`config.mk`:
```
export PLATFORM = sky130hd
export DESIGN_NAME = hdc_chopper
export DESIGN_NICKNAME = d
export VERILOG_FILES = /design/src/rtl/hdc_pkg.sv /design/src/rtl/hdc_hyst_if.sv /design/src/rtl/hdc_chopper.sv /design/src/rtl/hdc_hyst_dec.sv
export SDC_FILE = /design/constraint.sdc
export NUM_CORES = 1
export LEC_CHECK = 0
export ABC_AREA = 1
export BUFFER_PORTS_ARGS = -buffer_cell sky130_fd_sc_hd__buf_2
export CORE_ASPECT_RATIO = 0.9
export CORE_MARGIN = 8
export CORE_UTILIZATION = 54
export DETAILED_ROUTE_END_ITERATION = 8
export MAX_ROUTING_LAYER = met4
export PLACE_DENSITY = 0.81
export SLEW_MARGIN = 20
export SYNTH_ARGS = -nofsm -noshare
export SYNTH_HDL_FRONTEND = slang
export SYNTH_SLANG_ARGS = --single-unit
```
`constraint.sdc`:
```
create_clock -name pclk -period 4.75 [get_ports pclk]
set_clock_uncertainty 0.05 [all_clocks]
set_input_delay 0.475 -clock pclk [delete_from_list [all_inputs] [get_ports pclk]]
set_output_delay 0.475 -clock pclk [all_outputs]
set_load 0.1 [all_outputs]
```
`src/rtl/hdc_pkg.sv`:
```
// package: constants and types of the hysteresis decay chopper
package hdc_pkg;
  // ----------------------------------------------------------------
  // register map (byte addresses)
  // ----------------------------------------------------------------
  localparam logic [11:0] HDC_OFS_CTRL = 12'h000;
  localparam logic [11:0] HDC_OFS_TARGET = 12'h004;
  localparam logic [11:0] HDC_OFS_STATUS = 12'h008;
  // ----------------------------------------------------------------
  // control register fields
  // ----------------------------------------------------------------
  localparam int HDC_CTRL_SLOW_LSB = 0; // slow_decay_time_setting, 4 bits
  localparam int HDC_CTRL_BLANK_LSB = 4; // blank_time_select, 2 bits
  localparam int HDC_CTRL_HYST_START_LSB = 8; // hysteresis_start_offset, 3 bits
  localparam int HDC_CTRL_HYST_END_LSB = 12; // hysteresis_end_value, 4 bits
  localparam int HDC_CTRL_MODE_BIT = 16; // chopper_mode_select
  localparam logic [31:0] HDC_CTRL_RST = 32'h0000_0000;
  localparam logic [31:0] HDC_CTRL_MASK = 32'h0001_F73F;
  // ----------------------------------------------------------------
  // status register fields
  // ----------------------------------------------------------------
  localparam int HDC_STAT_PHASE_LSB = 0; // 3 bits
  localparam int HDC_STAT_HYST_LSB = 8; // 6 bits, two's complement
  localparam int HDC_STAT_CMP_BIT = 16;
  // ----------------------------------------------------------------
  // timing counts in system clocks
  // ----------------------------------------------------------------
  localparam logic [8:0] HDC_SLOW_BASE = 9'h00C; // 12 clocks
  localparam int HDC_SLOW_STEP_SH = 5; // times 32
  localparam logic [3:0] HDC_DECR_LAST = 4'hF; // step every 16 clocks
  localparam logic [5:0] HDC_BLANK_0 = 6'h10; // 16
  localparam logic [5:0] HDC_BLANK_1 = 6'h18; // 24
  localparam logic [5:0] HDC_BLANK_2 = 6'h24; // 36
  localparam logic [5:0] HDC_BLANK_3 = 6'h36; // 54
  localparam logic signed [5:0] HDC_HYST_END_BIAS = 6'sh03;
  // ----------------------------------------------------------------
  // phases and bridge drive codes
  // ----------------------------------------------------------------
  typedef enum logic [2:0] {
    HDC_ST_IDLE = 3'b000,
    HDC_ST_ON = 3'b001,
    HDC_ST_SLOW1 = 3'b010,
    HDC_ST_FAST = 3'b011,
    HDC_ST_SLOW2 = 3'b100
  } hdc_state_t;
  localparam logic [1:0] HDC_BR_OFF = 2'h0; // all transistors off, freewheel
  localparam logic [1:0] HDC_BR_ON = 2'h1; // drive along target polarity
  localparam logic [1:0] HDC_BR_SLOW = 2'h2; // both low sides, recirculate
  localparam logic [1:0] HDC_BR_FAST = 2'h3; // reversed drive
endpackage : hdc_pkg

```
`src/rtl/hdc_hyst_if.sv`:
```
// interface: hysteresis decrementer control and result
`timescale 1ns/100ps
interface hdc_hyst_if;
  logic load;
  logic run;
  logic signed [5:0] start_val;
  logic signed [5:0] end_val;
  logic signed [5:0] hyst;
  modport ctl (output load, output run, output start_val, output end_val, input hyst);
  modport dec (input load, input run, input start_val, input end_val, output hyst);
endinterface : hdc_hyst_if

```
`src/rtl/hdc_chopper.sv`:
```
// module: four-phase hysteresis chopper sequencer with apb registers
//
// How it works
// - phases: on, slow, fast, slow again
// - slow phase lasts 12 plus 32 times setting
// - fast decay length set by comparator
// - start offset widens band, forcing ripple
// - cycle start loads start plus end hysteresis
// - hysteresis steps down every 16 clocks
// - start offset code 0..7 adds 1..8
// - end value is code minus three
// - comparator ignored while blanking
// - blank 16, 24, 36, 54 clocks
// - off setting zero freewheels, chopping stops
// - mode bit one selects classic chopper; here it only stops chopping, bridge off
// - slow phases end only by timer
//
// Chosen here: the register addresses and the APB slave port.
`timescale 1ns/100ps
module hdc_chopper
  import hdc_pkg::*;
#(
  parameter int TGT_W = 8
) (
  input wire logic pclk,
  input wire logic presetn,
  input wire logic psel,
  input wire logic penable,
  input wire logic pwrite,
  input wire logic [31:0] paddr,
  input wire logic [31:0] pwdata,
  output logic [31:0] prdata,
  output logic pready,
  output logic pslverr,
  input wire logic cmp_above,
  output logic [1:0] bridge_drive,
  output logic signed [TGT_W+1:0] cmp_threshold,
  output logic chopper_active
);
  // ----------------------------------------------------------------
  // elaboration check
  // ----------------------------------------------------------------
  if (TGT_W < 4 || TGT_W > 16) begin : g_bad_width
    $error("hdc_chopper: TGT_W must lie in 4..16");
  end

  // blank length for a select code
  function automatic logic [5:0] blank_len(input logic [1:0] sel);
    case (sel)
      2'd0: blank_len = HDC_BLANK_0;
      2'd1: blank_len = HDC_BLANK_1;
      2'd2: blank_len = HDC_BLANK_2;
      default: blank_len = HDC_BLANK_3;
    endcase
  endfunction : blank_len

  logic [31:0] ctrl_r;
  logic [TGT_W-1:0] target_r;
  logic [31:0] prdata_r;
  logic pready_r;
  logic pslverr_r;
  logic cmp_s1_r;
  logic cmp_s2_r;
  hdc_state_t state_r;
  hdc_state_t state_nxt;
  logic [8:0] slow_cnt_r;
  logic [5:0] blank_cnt_r;
  logic [1:0] bridge_r;
  logic signed [TGT_W+1:0] thresh_r;
  logic active_r;

  // ----------------------------------------------------------------
  // apb decode
  // ----------------------------------------------------------------
  wire setup = psel && !penable;
  wire acc_wr = psel && penable && pready_r && pwrite;
  wire hit_ctrl = (paddr[11:0] == HDC_OFS_CTRL);
  wire hit_tgt = (paddr[11:0] == HDC_OFS_TARGET);
  wire hit_stat = (paddr[11:0] == HDC_OFS_STATUS);
  wire mapped = (paddr[31:12] == 20'h0_0000) && (hit_ctrl || hit_tgt || hit_stat);
  wire wr_stat_err = pwrite && hit_stat; // status is read only

  // ----------------------------------------------------------------
  // configuration fields
  // ----------------------------------------------------------------
  wire [3:0] slow_set = ctrl_r[HDC_CTRL_SLOW_LSB +: 4];
  wire [1:0] blank_sel = ctrl_r[HDC_CTRL_BLANK_LSB +: 2];
  wire [2:0] hyst_start_code = ctrl_r[HDC_CTRL_HYST_START_LSB +: 3];
  wire [3:0] hyst_end_code = ctrl_r[HDC_CTRL_HYST_END_LSB +: 4];
  wire mode_classic = ctrl_r[HDC_CTRL_MODE_BIT];
  wire run_en = (slow_set != 4'h0) && !mode_classic;
  wire signed [5:0] hyst_end_eff = $signed({2'b00, hyst_end_code}) - HDC_HYST_END_BIAS;
  wire signed [5:0] hyst_start_eff =
    hyst_end_eff + $signed({3'b000, hyst_start_code}) + 6'sh01;
  wire [8:0] slow_len = HDC_SLOW_BASE + {slow_set, 5'b0_0000};

  // ----------------------------------------------------------------
  // hysteresis decrementer
  // ----------------------------------------------------------------
  hdc_hyst_if hy ();
  hdc_hyst_dec u_hyst (
    .pclk(pclk),
    .presetn(presetn),
    .hy(hy)
  );
  wire [31:0] status = {15'h0000, cmp_s2_r, 2'b00, hy.hyst, 5'h00, state_r};

  // ----------------------------------------------------------------
  // sequencing decisions
  // ----------------------------------------------------------------
  wire blanked = (blank_cnt_r != 6'h00);
  wire slow_done = (slow_cnt_r == 9'h000);
  wire enter_on = (state_nxt == HDC_ST_ON) && (state_r != HDC_ST_ON);
  wire switching = (state_nxt != state_r);
  wire signed [TGT_W+1:0] tgt_s = $signed({2'b00, target_r});
  wire signed [TGT_W+1:0] hy_s = {{(TGT_W - 4){hy.hyst[5]}}, hy.hyst};

  assign hy.load = enter_on;
  assign hy.run = (state_r != HDC_ST_IDLE);
  assign hy.start_val = hyst_start_eff;
  assign hy.end_val = hyst_end_eff;

  // next phase
  always_comb begin
    state_nxt = state_r;
    if (!run_en) begin
      state_nxt = HDC_ST_IDLE;
    end else begin
      case (state_r)
        HDC_ST_IDLE: state_nxt = HDC_ST_ON;
        HDC_ST_ON: if (!blanked && cmp_s2_r) state_nxt = HDC_ST_SLOW1;
        HDC_ST_SLOW1: if (slow_done) state_nxt = HDC_ST_FAST;
        HDC_ST_FAST: if (!blanked && !cmp_s2_r) state_nxt = HDC_ST_SLOW2;
        HDC_ST_SLOW2: if (slow_done) state_nxt = HDC_ST_ON;
        default: state_nxt = HDC_ST_IDLE;
      endcase
    end
  end

  // ----------------------------------------------------------------
  // apb registers and response
  // ----------------------------------------------------------------
  always_ff @(posedge pclk or negedge presetn) begin
    if (!presetn) begin
      ctrl_r <= HDC_CTRL_RST;
      target_r <= '0;
      prdata_r <= 32'h0000_0000;
      pready_r <= 1'b0;
      pslverr_r <= 1'b0;
    end else begin
      pready_r <= setup;
      pslverr_r <= setup && (!mapped || wr_stat_err);
      if (setup && !pwrite) begin
        prdata_r <= hit_ctrl ? ctrl_r : hit_tgt ? 32'(target_r) : hit_stat ? status : 32'h0;
      end
      if (acc_wr && !pslverr_r && hit_ctrl) begin
        ctrl_r <= pwdata & HDC_CTRL_MASK;
      end
      if (acc_wr && !pslverr_r && hit_tgt) begin
        target_r <= pwdata[TGT_W-1:0];
      end
    end
  end

  // ----------------------------------------------------------------
  // comparator synchroniser
  // ----------------------------------------------------------------
  always_ff @(posedge pclk or negedge presetn) begin
    if (!presetn) begin
      cmp_s1_r <= 1'b0;
      cmp_s2_r <= 1'b0;
    end else begin
      cmp_s1_r <= cmp_above;
      cmp_s2_r <= cmp_s1_r;
    end
  end

  // ----------------------------------------------------------------
  // phase, timers and bridge drive
  // ----------------------------------------------------------------
  always_ff @(posedge pclk or negedge presetn) begin
    if (!presetn) begin
      state_r <= HDC_ST_IDLE;
      slow_cnt_r <= 9'h000;
      blank_cnt_r <= 6'h00;
      bridge_r <= HDC_BR_OFF;
      active_r <= 1'b0;
    end else begin
      state_r <= state_nxt;
      active_r <= (state_nxt != HDC_ST_IDLE);
      if (switching) begin
        blank_cnt_r <= blank_len(blank_sel) - 6'h01;
        slow_cnt_r <= slow_len - 9'h001;
      end else begin
        if (blanked) blank_cnt_r <= blank_cnt_r - 6'h01;
        if (!slow_done) slow_cnt_r <= slow_cnt_r - 9'h001;
      end
      case (state_nxt)
        HDC_ST_ON: bridge_r <= HDC_BR_ON;
        HDC_ST_SLOW1: bridge_r <= HDC_BR_SLOW;
        HDC_ST_FAST: bridge_r <= HDC_BR_FAST;
        HDC_ST_SLOW2: bridge_r <= HDC_BR_SLOW;
        default: bridge_r <= HDC_BR_OFF;
      endcase
    end
  end

  // threshold to the sense comparator: above band in on, below band in fast
  always_ff @(posedge pclk or negedge presetn) begin
    if (!presetn) begin
      thresh_r <= '0;
    end else if (state_nxt == HDC_ST_FAST) begin
      thresh_r <= tgt_s - hy_s;
    end else begin
      thresh_r <= tgt_s + hy_s;
    end
  end

  assign prdata = prdata_r;
  assign pready = pready_r;
  assign pslverr = pslverr_r;
  assign bridge_drive = bridge_r;
  assign cmp_threshold = thresh_r;
  assign chopper_active = active_r;
endmodule : hdc_chopper

```
`src/rtl/hdc_hyst_dec.sv`:
```
// module: working hysteresis with stepwise decrement
`timescale 1ns/100ps
module hdc_hyst_dec
  import hdc_pkg::*;
(
  input wire logic pclk,
  input wire logic presetn,
  hdc_hyst_if.dec hy
);
  logic [3:0] div_r;
  logic signed [5:0] hyst_r;
  wire step = (div_r == HDC_DECR_LAST) && (hyst_r > hy.end_val);

  // ----------------------------------------------------------------
  // load at cycle start, then one step down each 16 clocks
  // ----------------------------------------------------------------
  always_ff @(posedge pclk or negedge presetn) begin
    if (!presetn) begin
      div_r <= 4'h0;
      hyst_r <= 6'sh00;
    end else if (hy.load) begin
      div_r <= 4'h0;
      hyst_r <= hy.start_val;
    end else if (hy.run) begin
      div_r <= div_r + 4'h1;
      if (step) begin
        hyst_r <= hyst_r - 6'sh01;
      end
    end
  end

  assign hy.hyst = hyst_r;
endmodule : hdc_hyst_dec

```
# Word-level counts from Yosys, hierarchy flattened
# Index checks and enable logic that the tools add are counted.
# word_totals
register_bits	99
input_bits	70
output_inout_bits	47
elab_cells	106
# classes
addsub	12
magnitude_cmp	1
n_eq_ne	16
muxes	22
reduce_logical	40
# op_table
op	count
2-to-1 mux 17 bit	3
2-to-1 mux 6 bit	6
zero test 20 bit	1
2-to-1 mux 9 bit	2
one-hot mux 6 bit (3 select lines)	1
subtractor 9 x 1 -> 9 bit, second input constant	2
logical AND 1 bit	16
2-to-1 mux 3 bit	5
one-hot mux 3 bit (5 select lines)	1
equality test 12 x 3 -> 1 bit, second input constant	1
equality test 12 x 4 -> 1 bit, second input constant	1
equality test 3 x 2 -> 1 bit, second input constant	4
zero test 12 bit	1
subtractor 6 x 1 -> 6 bit, second input constant	2
adder 9 x 6 -> 10 bit	1
2-to-1 mux 10 bit	1
subtractor 9 x 6 -> 10 bit	1
adder 4 x 9 -> 9 bit, first input constant	1
zero test 9 bit	1
2-to-1 mux 4 bit	2
zero test 1 bit	7
adder 5 x 4 -> 6 bit	1
adder 6 x 2 -> 6 bit, second input constant	1
equality test 3 x 1 -> 1 bit, second input constant	2
other kinds (21)	27

# Depth between registers and ports, before layout
# logic_depth
ltp_word	10
ltp_mapped	24
ltp_nobuf	24

# By module
# A second synthesis with hierarchy kept.
# hier_totals
hier_cells	600
area_unflattened_um2	4937.2
# by_module_without_submodules
module	n_inst	cells_per_inst	area_each_um2	seq_area_each_um2
hdc_chopper	1	488	4160.2	1851.8
hdc_hyst_dec	1	112	777.0	250.2

# Least setup slack after synthesis
# OpenSTA, ideal clock, no wires.
# synth_path
path_kind	reg-to-reg
from	register slow_cnt_r[0]
to	register thresh_r[9] (netlist: cmp_threshold[9])
arrival_time_ns	3.187
slack_ns	1.391
path_stages_with_launch	24
cell_sequence	dfrtp_1 -> inv_1 -> ha_1 -> nand2_1 -> nor2_1 -> nand2_2 -> nand2_1 -> nand2_1 -> nand4_1 -> nand2_2 -> nor2_1 -> inv_2 -> o21ai_0 -> inv_1 -> ha_1 -> nand2_1 -> o21ai_0 -> a21oi_1 -> inv_1 -> a21oi_1 -> o21ai_0 -> a21o_1 -> nand2_1 -> xnor2_1
# synth_between
elab_chain_cells	6
# synth_lines
item	line_no	text
start: declaration	hdc_chopper.sv:66	logic [8:0] slow_cnt_r;
start signal: assignment	hdc_chopper.sv:193	slow_cnt_r <= slow_len - 9'h001;
start signal: assignment	hdc_chopper.sv:196	if (!slow_done) slow_cnt_r <= slow_cnt_r - 9'h001;
zero test 9 bit *	hdc_chopper.sv:112	wire slow_done = (slow_cnt_r == 9'h000);
2-to-1 mux 3 bit, on equally long branches	hdc_chopper.sv:134, hdc_chopper.sv:132	
one-hot mux 3 bit (5 select lines) *	hdc_chopper.sv:129	case (state_r)
2-to-1 mux 3 bit *	hdc_chopper.sv:126	if (!run_en) begin
equality test 3 x 2 -> 1 bit *	hdc_chopper.sv:212	end else if (state_nxt == HDC_ST_FAST) begin
2-to-1 mux 10 bit *	hdc_chopper.sv:212	
end signal: assignment	hdc_chopper.sv:213	thresh_r <= tgt_s - hy_s;
end signal: assignment	hdc_chopper.sv:215	thresh_r <= tgt_s + hy_s;
end: declaration	hdc_chopper.sv:69	logic signed [TGT_W+1:0] thresh_r;
# Every way passes the cells marked *; elsewhere a longest branch is shown, timed or not.
# A chain may end at the register's enable or synchronous reset.

# Worst setup path in the final report
# Ends and elaborated chain as after synthesis.

==> metrics <==
Post-Syn Instances 570; outcome finished, final reports clean; Row Count 32; most common library cell in the layout ignoring fill and taps sky130_fd_sc_hd__nand2_1; num ports 117; number of vias after detailed routing about 4000; Seq pwr share 0.514; switching pwr approximately 0.45 mW; start-to-end type of the worst setup path reg2reg; Rel. slew slack 0.440; post-route minimum period about 4 ns; number of buffers added to fix hold violations after cts 0; worst flop-to-flop path startpoint slow_cnt_r[0]; Synth Area per Inst 8.44 um^2; router iterations before antenna repair 4; Warnings, synthesis 0; drt initial violations 246; overall global routing resource usage 0.215; register area share after synthesis 0.437; post-route setup TNS 0 ns; max frequency approximately 0.26 GHz; internal portion of total power roughly 1 mW; reg-to-reg setup timing slack 0.84 ns; path category of the worst min-delay check in2async; kind of end point of the critical path register; setup-violating endpoint count in the final report 0; sinks on the clock net 84; CTS clock-pin slew for the worst setup and hold paths approximately 0.09 ns; setup repair after global routing missed its margin no; Worst Hold Margin between 0.1 and 0.15 ns; Total Die Area ~0.012 mm^2; number of placed instances, taps included between 700 and 800; initial standard-cell utilization of the core 0.559; Sw Share 0.316; Design Power 1.44 mW; post-route clock period utilization 0.823; critical path startpoint category register; post-synth design cell area approximately 0.0048 mm^2; average wire per standard cell 15.4 um; clock tree from TritonCTS yes; static leakage 2.93 nW; maximum fanout encountered on the critical timing path 8; Vias per Instance ~5.3; transition time at the pin with the least slew margin about 0.84 ns; VDD IR-drop max ~0.24 mV; final hold vios 0; worst endpoint required time 4.96 ns; worst endpoint data arrival time just over 4 ns; layout cells sized above 1 0.207; number of nets in the final layout 750; Area growth syn-to-layout 13.2%; core footprint 0.00861 mm^2; non-filler instance count after layout between 700 and 800; RD Place Congestion slightly below 0.9; antenna violation net count after detailed routing 0; total grt overflow 0; count of flip-flops with a built-in enable after synthesis 0; number of antenna violations at the first check in global routing 0; number of filler cells placed in the layout between 700 and 800; later-pin clock latency in the skew report approximately 0.37 ns; placed wire-length estimate between 9000 and 10000 um; htree depth 3; maximum root-to-sink buffer count 2; vertical die dimension approximately 110 um; Synth Register Bits 84; width of the chip between 100 and 150 um; r2r endpoint cmp_threshold[9]; ant diodes 0; highest-count cells in the layout ignoring fill and taps sky130_fd_sc_hd__nand2_1 (102), sky130_fd_sc_hd__dfrtp_1 (84), sky130_fd_sc_hd__buf_2 (84); depth of the most critical reg-to-reg path 23; PwrDens between 200 and 300 mW/mm^2; post-detailed-routing wire length 11900 um; Root Driver sky130_fd_sc_hd__clkbuf_8; most used flip-flop cell after synthesis sky130_fd_sc_hd__dfrtp_1; port bufs 85; CTS buffer count 9; wire length of the first global-routing pass ~20000 um; final number of max-transition violations 0; distinct cell type count of the synthesized netlist 45; final core utilization 0.633; maximum number of pins on one net before global-route repair 85; via count of the first global-routing pass approximately 4200; setup fix buffers added after clock tree synthesis 0; number of resized instances in the post-cts repair step 0; fraction of power consumed by the clock network 0.317; async set-reset flop share out of synthesis 1.00; relative contribution of combinational cells to total power 0.169; max-cap violation count 0; DRC violations left 0
[worst max path at each step]
stage	startpoint	to	slack [ns]	depth (start not counted)
floorplan	slow_cnt_r[0]	cmp_threshold[9]	1.39	23
global placement	slow_cnt_r[0]	cmp_threshold[9]	0.96	23
detailed placement	slow_cnt_r[0]	cmp_threshold[9]	0.86	23
CTS	slow_cnt_r[0]	cmp_threshold[9]	0.81	23
global route	slow_cnt_r[0]	cmp_threshold[9]	0.41	23
finish	slow_cnt_r[0]	cmp_threshold[9]	0.84	23
[kinds of logic (layout without fill, tap and decap cells)]
family                     after synthesis  in the layout  share of synthesized area
DFF                                     84             84                      0.437
and+or+nand+nor                        212            212                      0.204
adders and majority gates               25             25                     0.0682
xor gates and xnor gates                23             23                     0.0419
other                                    1             15                   0.000780
buffers and inverters                  111            184                      0.101
AOI/OAI and AO/OA                      111            111                      0.141
muxes                                    3              3                    0.00703
[power by group through the flow]
stage / combinational [mW] / clock, mW / sequential, mW
after floorplan: 0.0960 / 0 / 0.847
after global placement: 0.241 / 0 / 0.752
after detailed placement: 0.244 / 0 / 0.752
after CTS: 0.244 / 0.470 / 0.738
after global routing: 0.256 / 0.495 / 0.740
final: 0.243 / 0.456 / 0.738
[metrics by stage]
stage | worst slack (ns) | instance area [um^2]
2_1_floorplan | 1.39 | 4860
3_3_place_gp | 0.964 | 5280
3_5_place_dp | 0.860 | 5280
4_1_cts | 0.806 | 5440
5_1_grt | 0.410 | 5450
6_report | 0.842 | 5450
[worst max-delay path: stages, from the launching register on]
cell and delay, ns:
sky130_fd_sc_hd__dfrtp_1 0.38, sky130_fd_sc_hd__inv_1 0.14, sky130_fd_sc_hd__ha_1 0.19, sky130_fd_sc_hd__nand2_1 0.05
sky130_fd_sc_hd__nor2_1 0.12, sky130_fd_sc_hd__nand2_2 0.14, sky130_fd_sc_hd__nand2_1 0.09, sky130_fd_sc_hd__nand2_1 0.04
sky130_fd_sc_hd__nand4_1 0.10, sky130_fd_sc_hd__nand2_2 0.12, sky130_fd_sc_hd__nor2_1 0.33, sky130_fd_sc_hd__inv_2 0.12
sky130_fd_sc_hd__o21ai_0 0.36, sky130_fd_sc_hd__inv_1 0.10, sky130_fd_sc_hd__ha_1 0.29, sky130_fd_sc_hd__nand2_1 0.04
sky130_fd_sc_hd__o21ai_0 0.28, sky130_fd_sc_hd__a21oi_1 0.11, sky130_fd_sc_hd__inv_1 0.07, sky130_fd_sc_hd__a21oi_1 0.08
sky130_fd_sc_hd__o21ai_0 0.27, sky130_fd_sc_hd__a21o_1 0.15, sky130_fd_sc_hd__nand2_1 0.05, sky130_fd_sc_hd__xnor2_1 0.13
[flip-flops by register name (all words and copies together), names as in the netlist]
name	flops
u_hyst.div_r	4
cmp_threshold	10
state_r	3
slow_cnt_r	9
blank_cnt_r	6
cmp_s2_r	1
ctrl_r	14
target_r	8
u_hyst.hy.hyst	6
prdata	17
bridge_drive	2
pready	1
cmp_s1_r	1
pslverr	1
chopper_active	1
[routing by layer]
metal | wire (um) | part of all wire | global-route usage
met1 | 5190 | 0.44 | 0.258
met2 | 6010 | 0.50 | 0.353
met3 | 561 | 0.047 | 0.0513
met4 | 148 | 0.012 | 0.0609
met5 | 0 | 0 | -
[cell type report]
class | instances | area (um^2) | share of cell area
inverter | 86 | 324 | 0.0595
tap | 119 | 149 | 0.0273
clock buffer | 11 | 151 | 0.0278
timing repair buffer | 85 | 432 | 0.0793
clock inverter | 2 | 12.5 | 0.00230
multi-input combinational | 389 | 2270 | 0.418
sequential | 84 | 2100 | 0.386
[Yosys cell counts (2+ instances only)]
cell / count / area share
sky130_fd_sc_hd__nand4_1: 9 / 0.012
sky130_fd_sc_hd__o31ai_1: 3 / 0.0047
sky130_fd_sc_hd__a21o_1: 2 / 0.0031
sky130_fd_sc_hd__clkbuf_1: 7 / 0.0055
sky130_fd_sc_hd__xnor2_1: 5 / 0.0091
sky130_fd_sc_hd__nand2_4: 2 / 0.0047
sky130_fd_sc_hd__o22ai_1: 3 / 0.0039
sky130_fd_sc_hd__nor2_1: 40 / 0.031
sky130_fd_sc_hd__nand3_1: 25 / 0.026
sky130_fd_sc_hd__nor2_2: 3 / 0.0039
sky130_fd_sc_hd__mux2_2: 3 / 0.0070
sky130_fd_sc_hd__a21oi_1: 25 / 0.026
sky130_fd_sc_hd__nand2_1: 102 / 0.080
sky130_fd_sc_hd__o21a_1: 9 / 0.014
sky130_fd_sc_hd__o211ai_1: 3 / 0.0047
sky130_fd_sc_hd__nor3_1: 8 / 0.0083
sky130_fd_sc_hd__buf_2: 2 / 0.0021
sky130_fd_sc_hd__ha_1: 23 / 0.060
sky130_fd_sc_hd__o21ai_2: 2 / 0.0036
sky130_fd_sc_hd__nand2_2: 11 / 0.014
sky130_fd_sc_hd__dfrtp_1: 84 / 0.44
sky130_fd_sc_hd__inv_2: 9 / 0.0070
sky130_fd_sc_hd__o21ai_0: 45 / 0.047
sky130_fd_sc_hd__o21bai_1: 3 / 0.0047
sky130_fd_sc_hd__inv_1: 76 / 0.059
sky130_fd_sc_hd__fa_1: 2 / 0.0083
sky130_fd_sc_hd__xor2_1: 18 / 0.033
sky130_fd_sc_hd__nor4_1: 5 / 0.0065
sky130_fd_sc_hd__o221ai_1: 8 / 0.015
sky130_fd_sc_hd__nand3_2: 2 / 0.0042
sky130_fd_sc_hd__a211oi_1: 3 / 0.0047
sky130_fd_sc_hd__buf_4: 15 / 0.023
(Power assumes the default switching activity.)
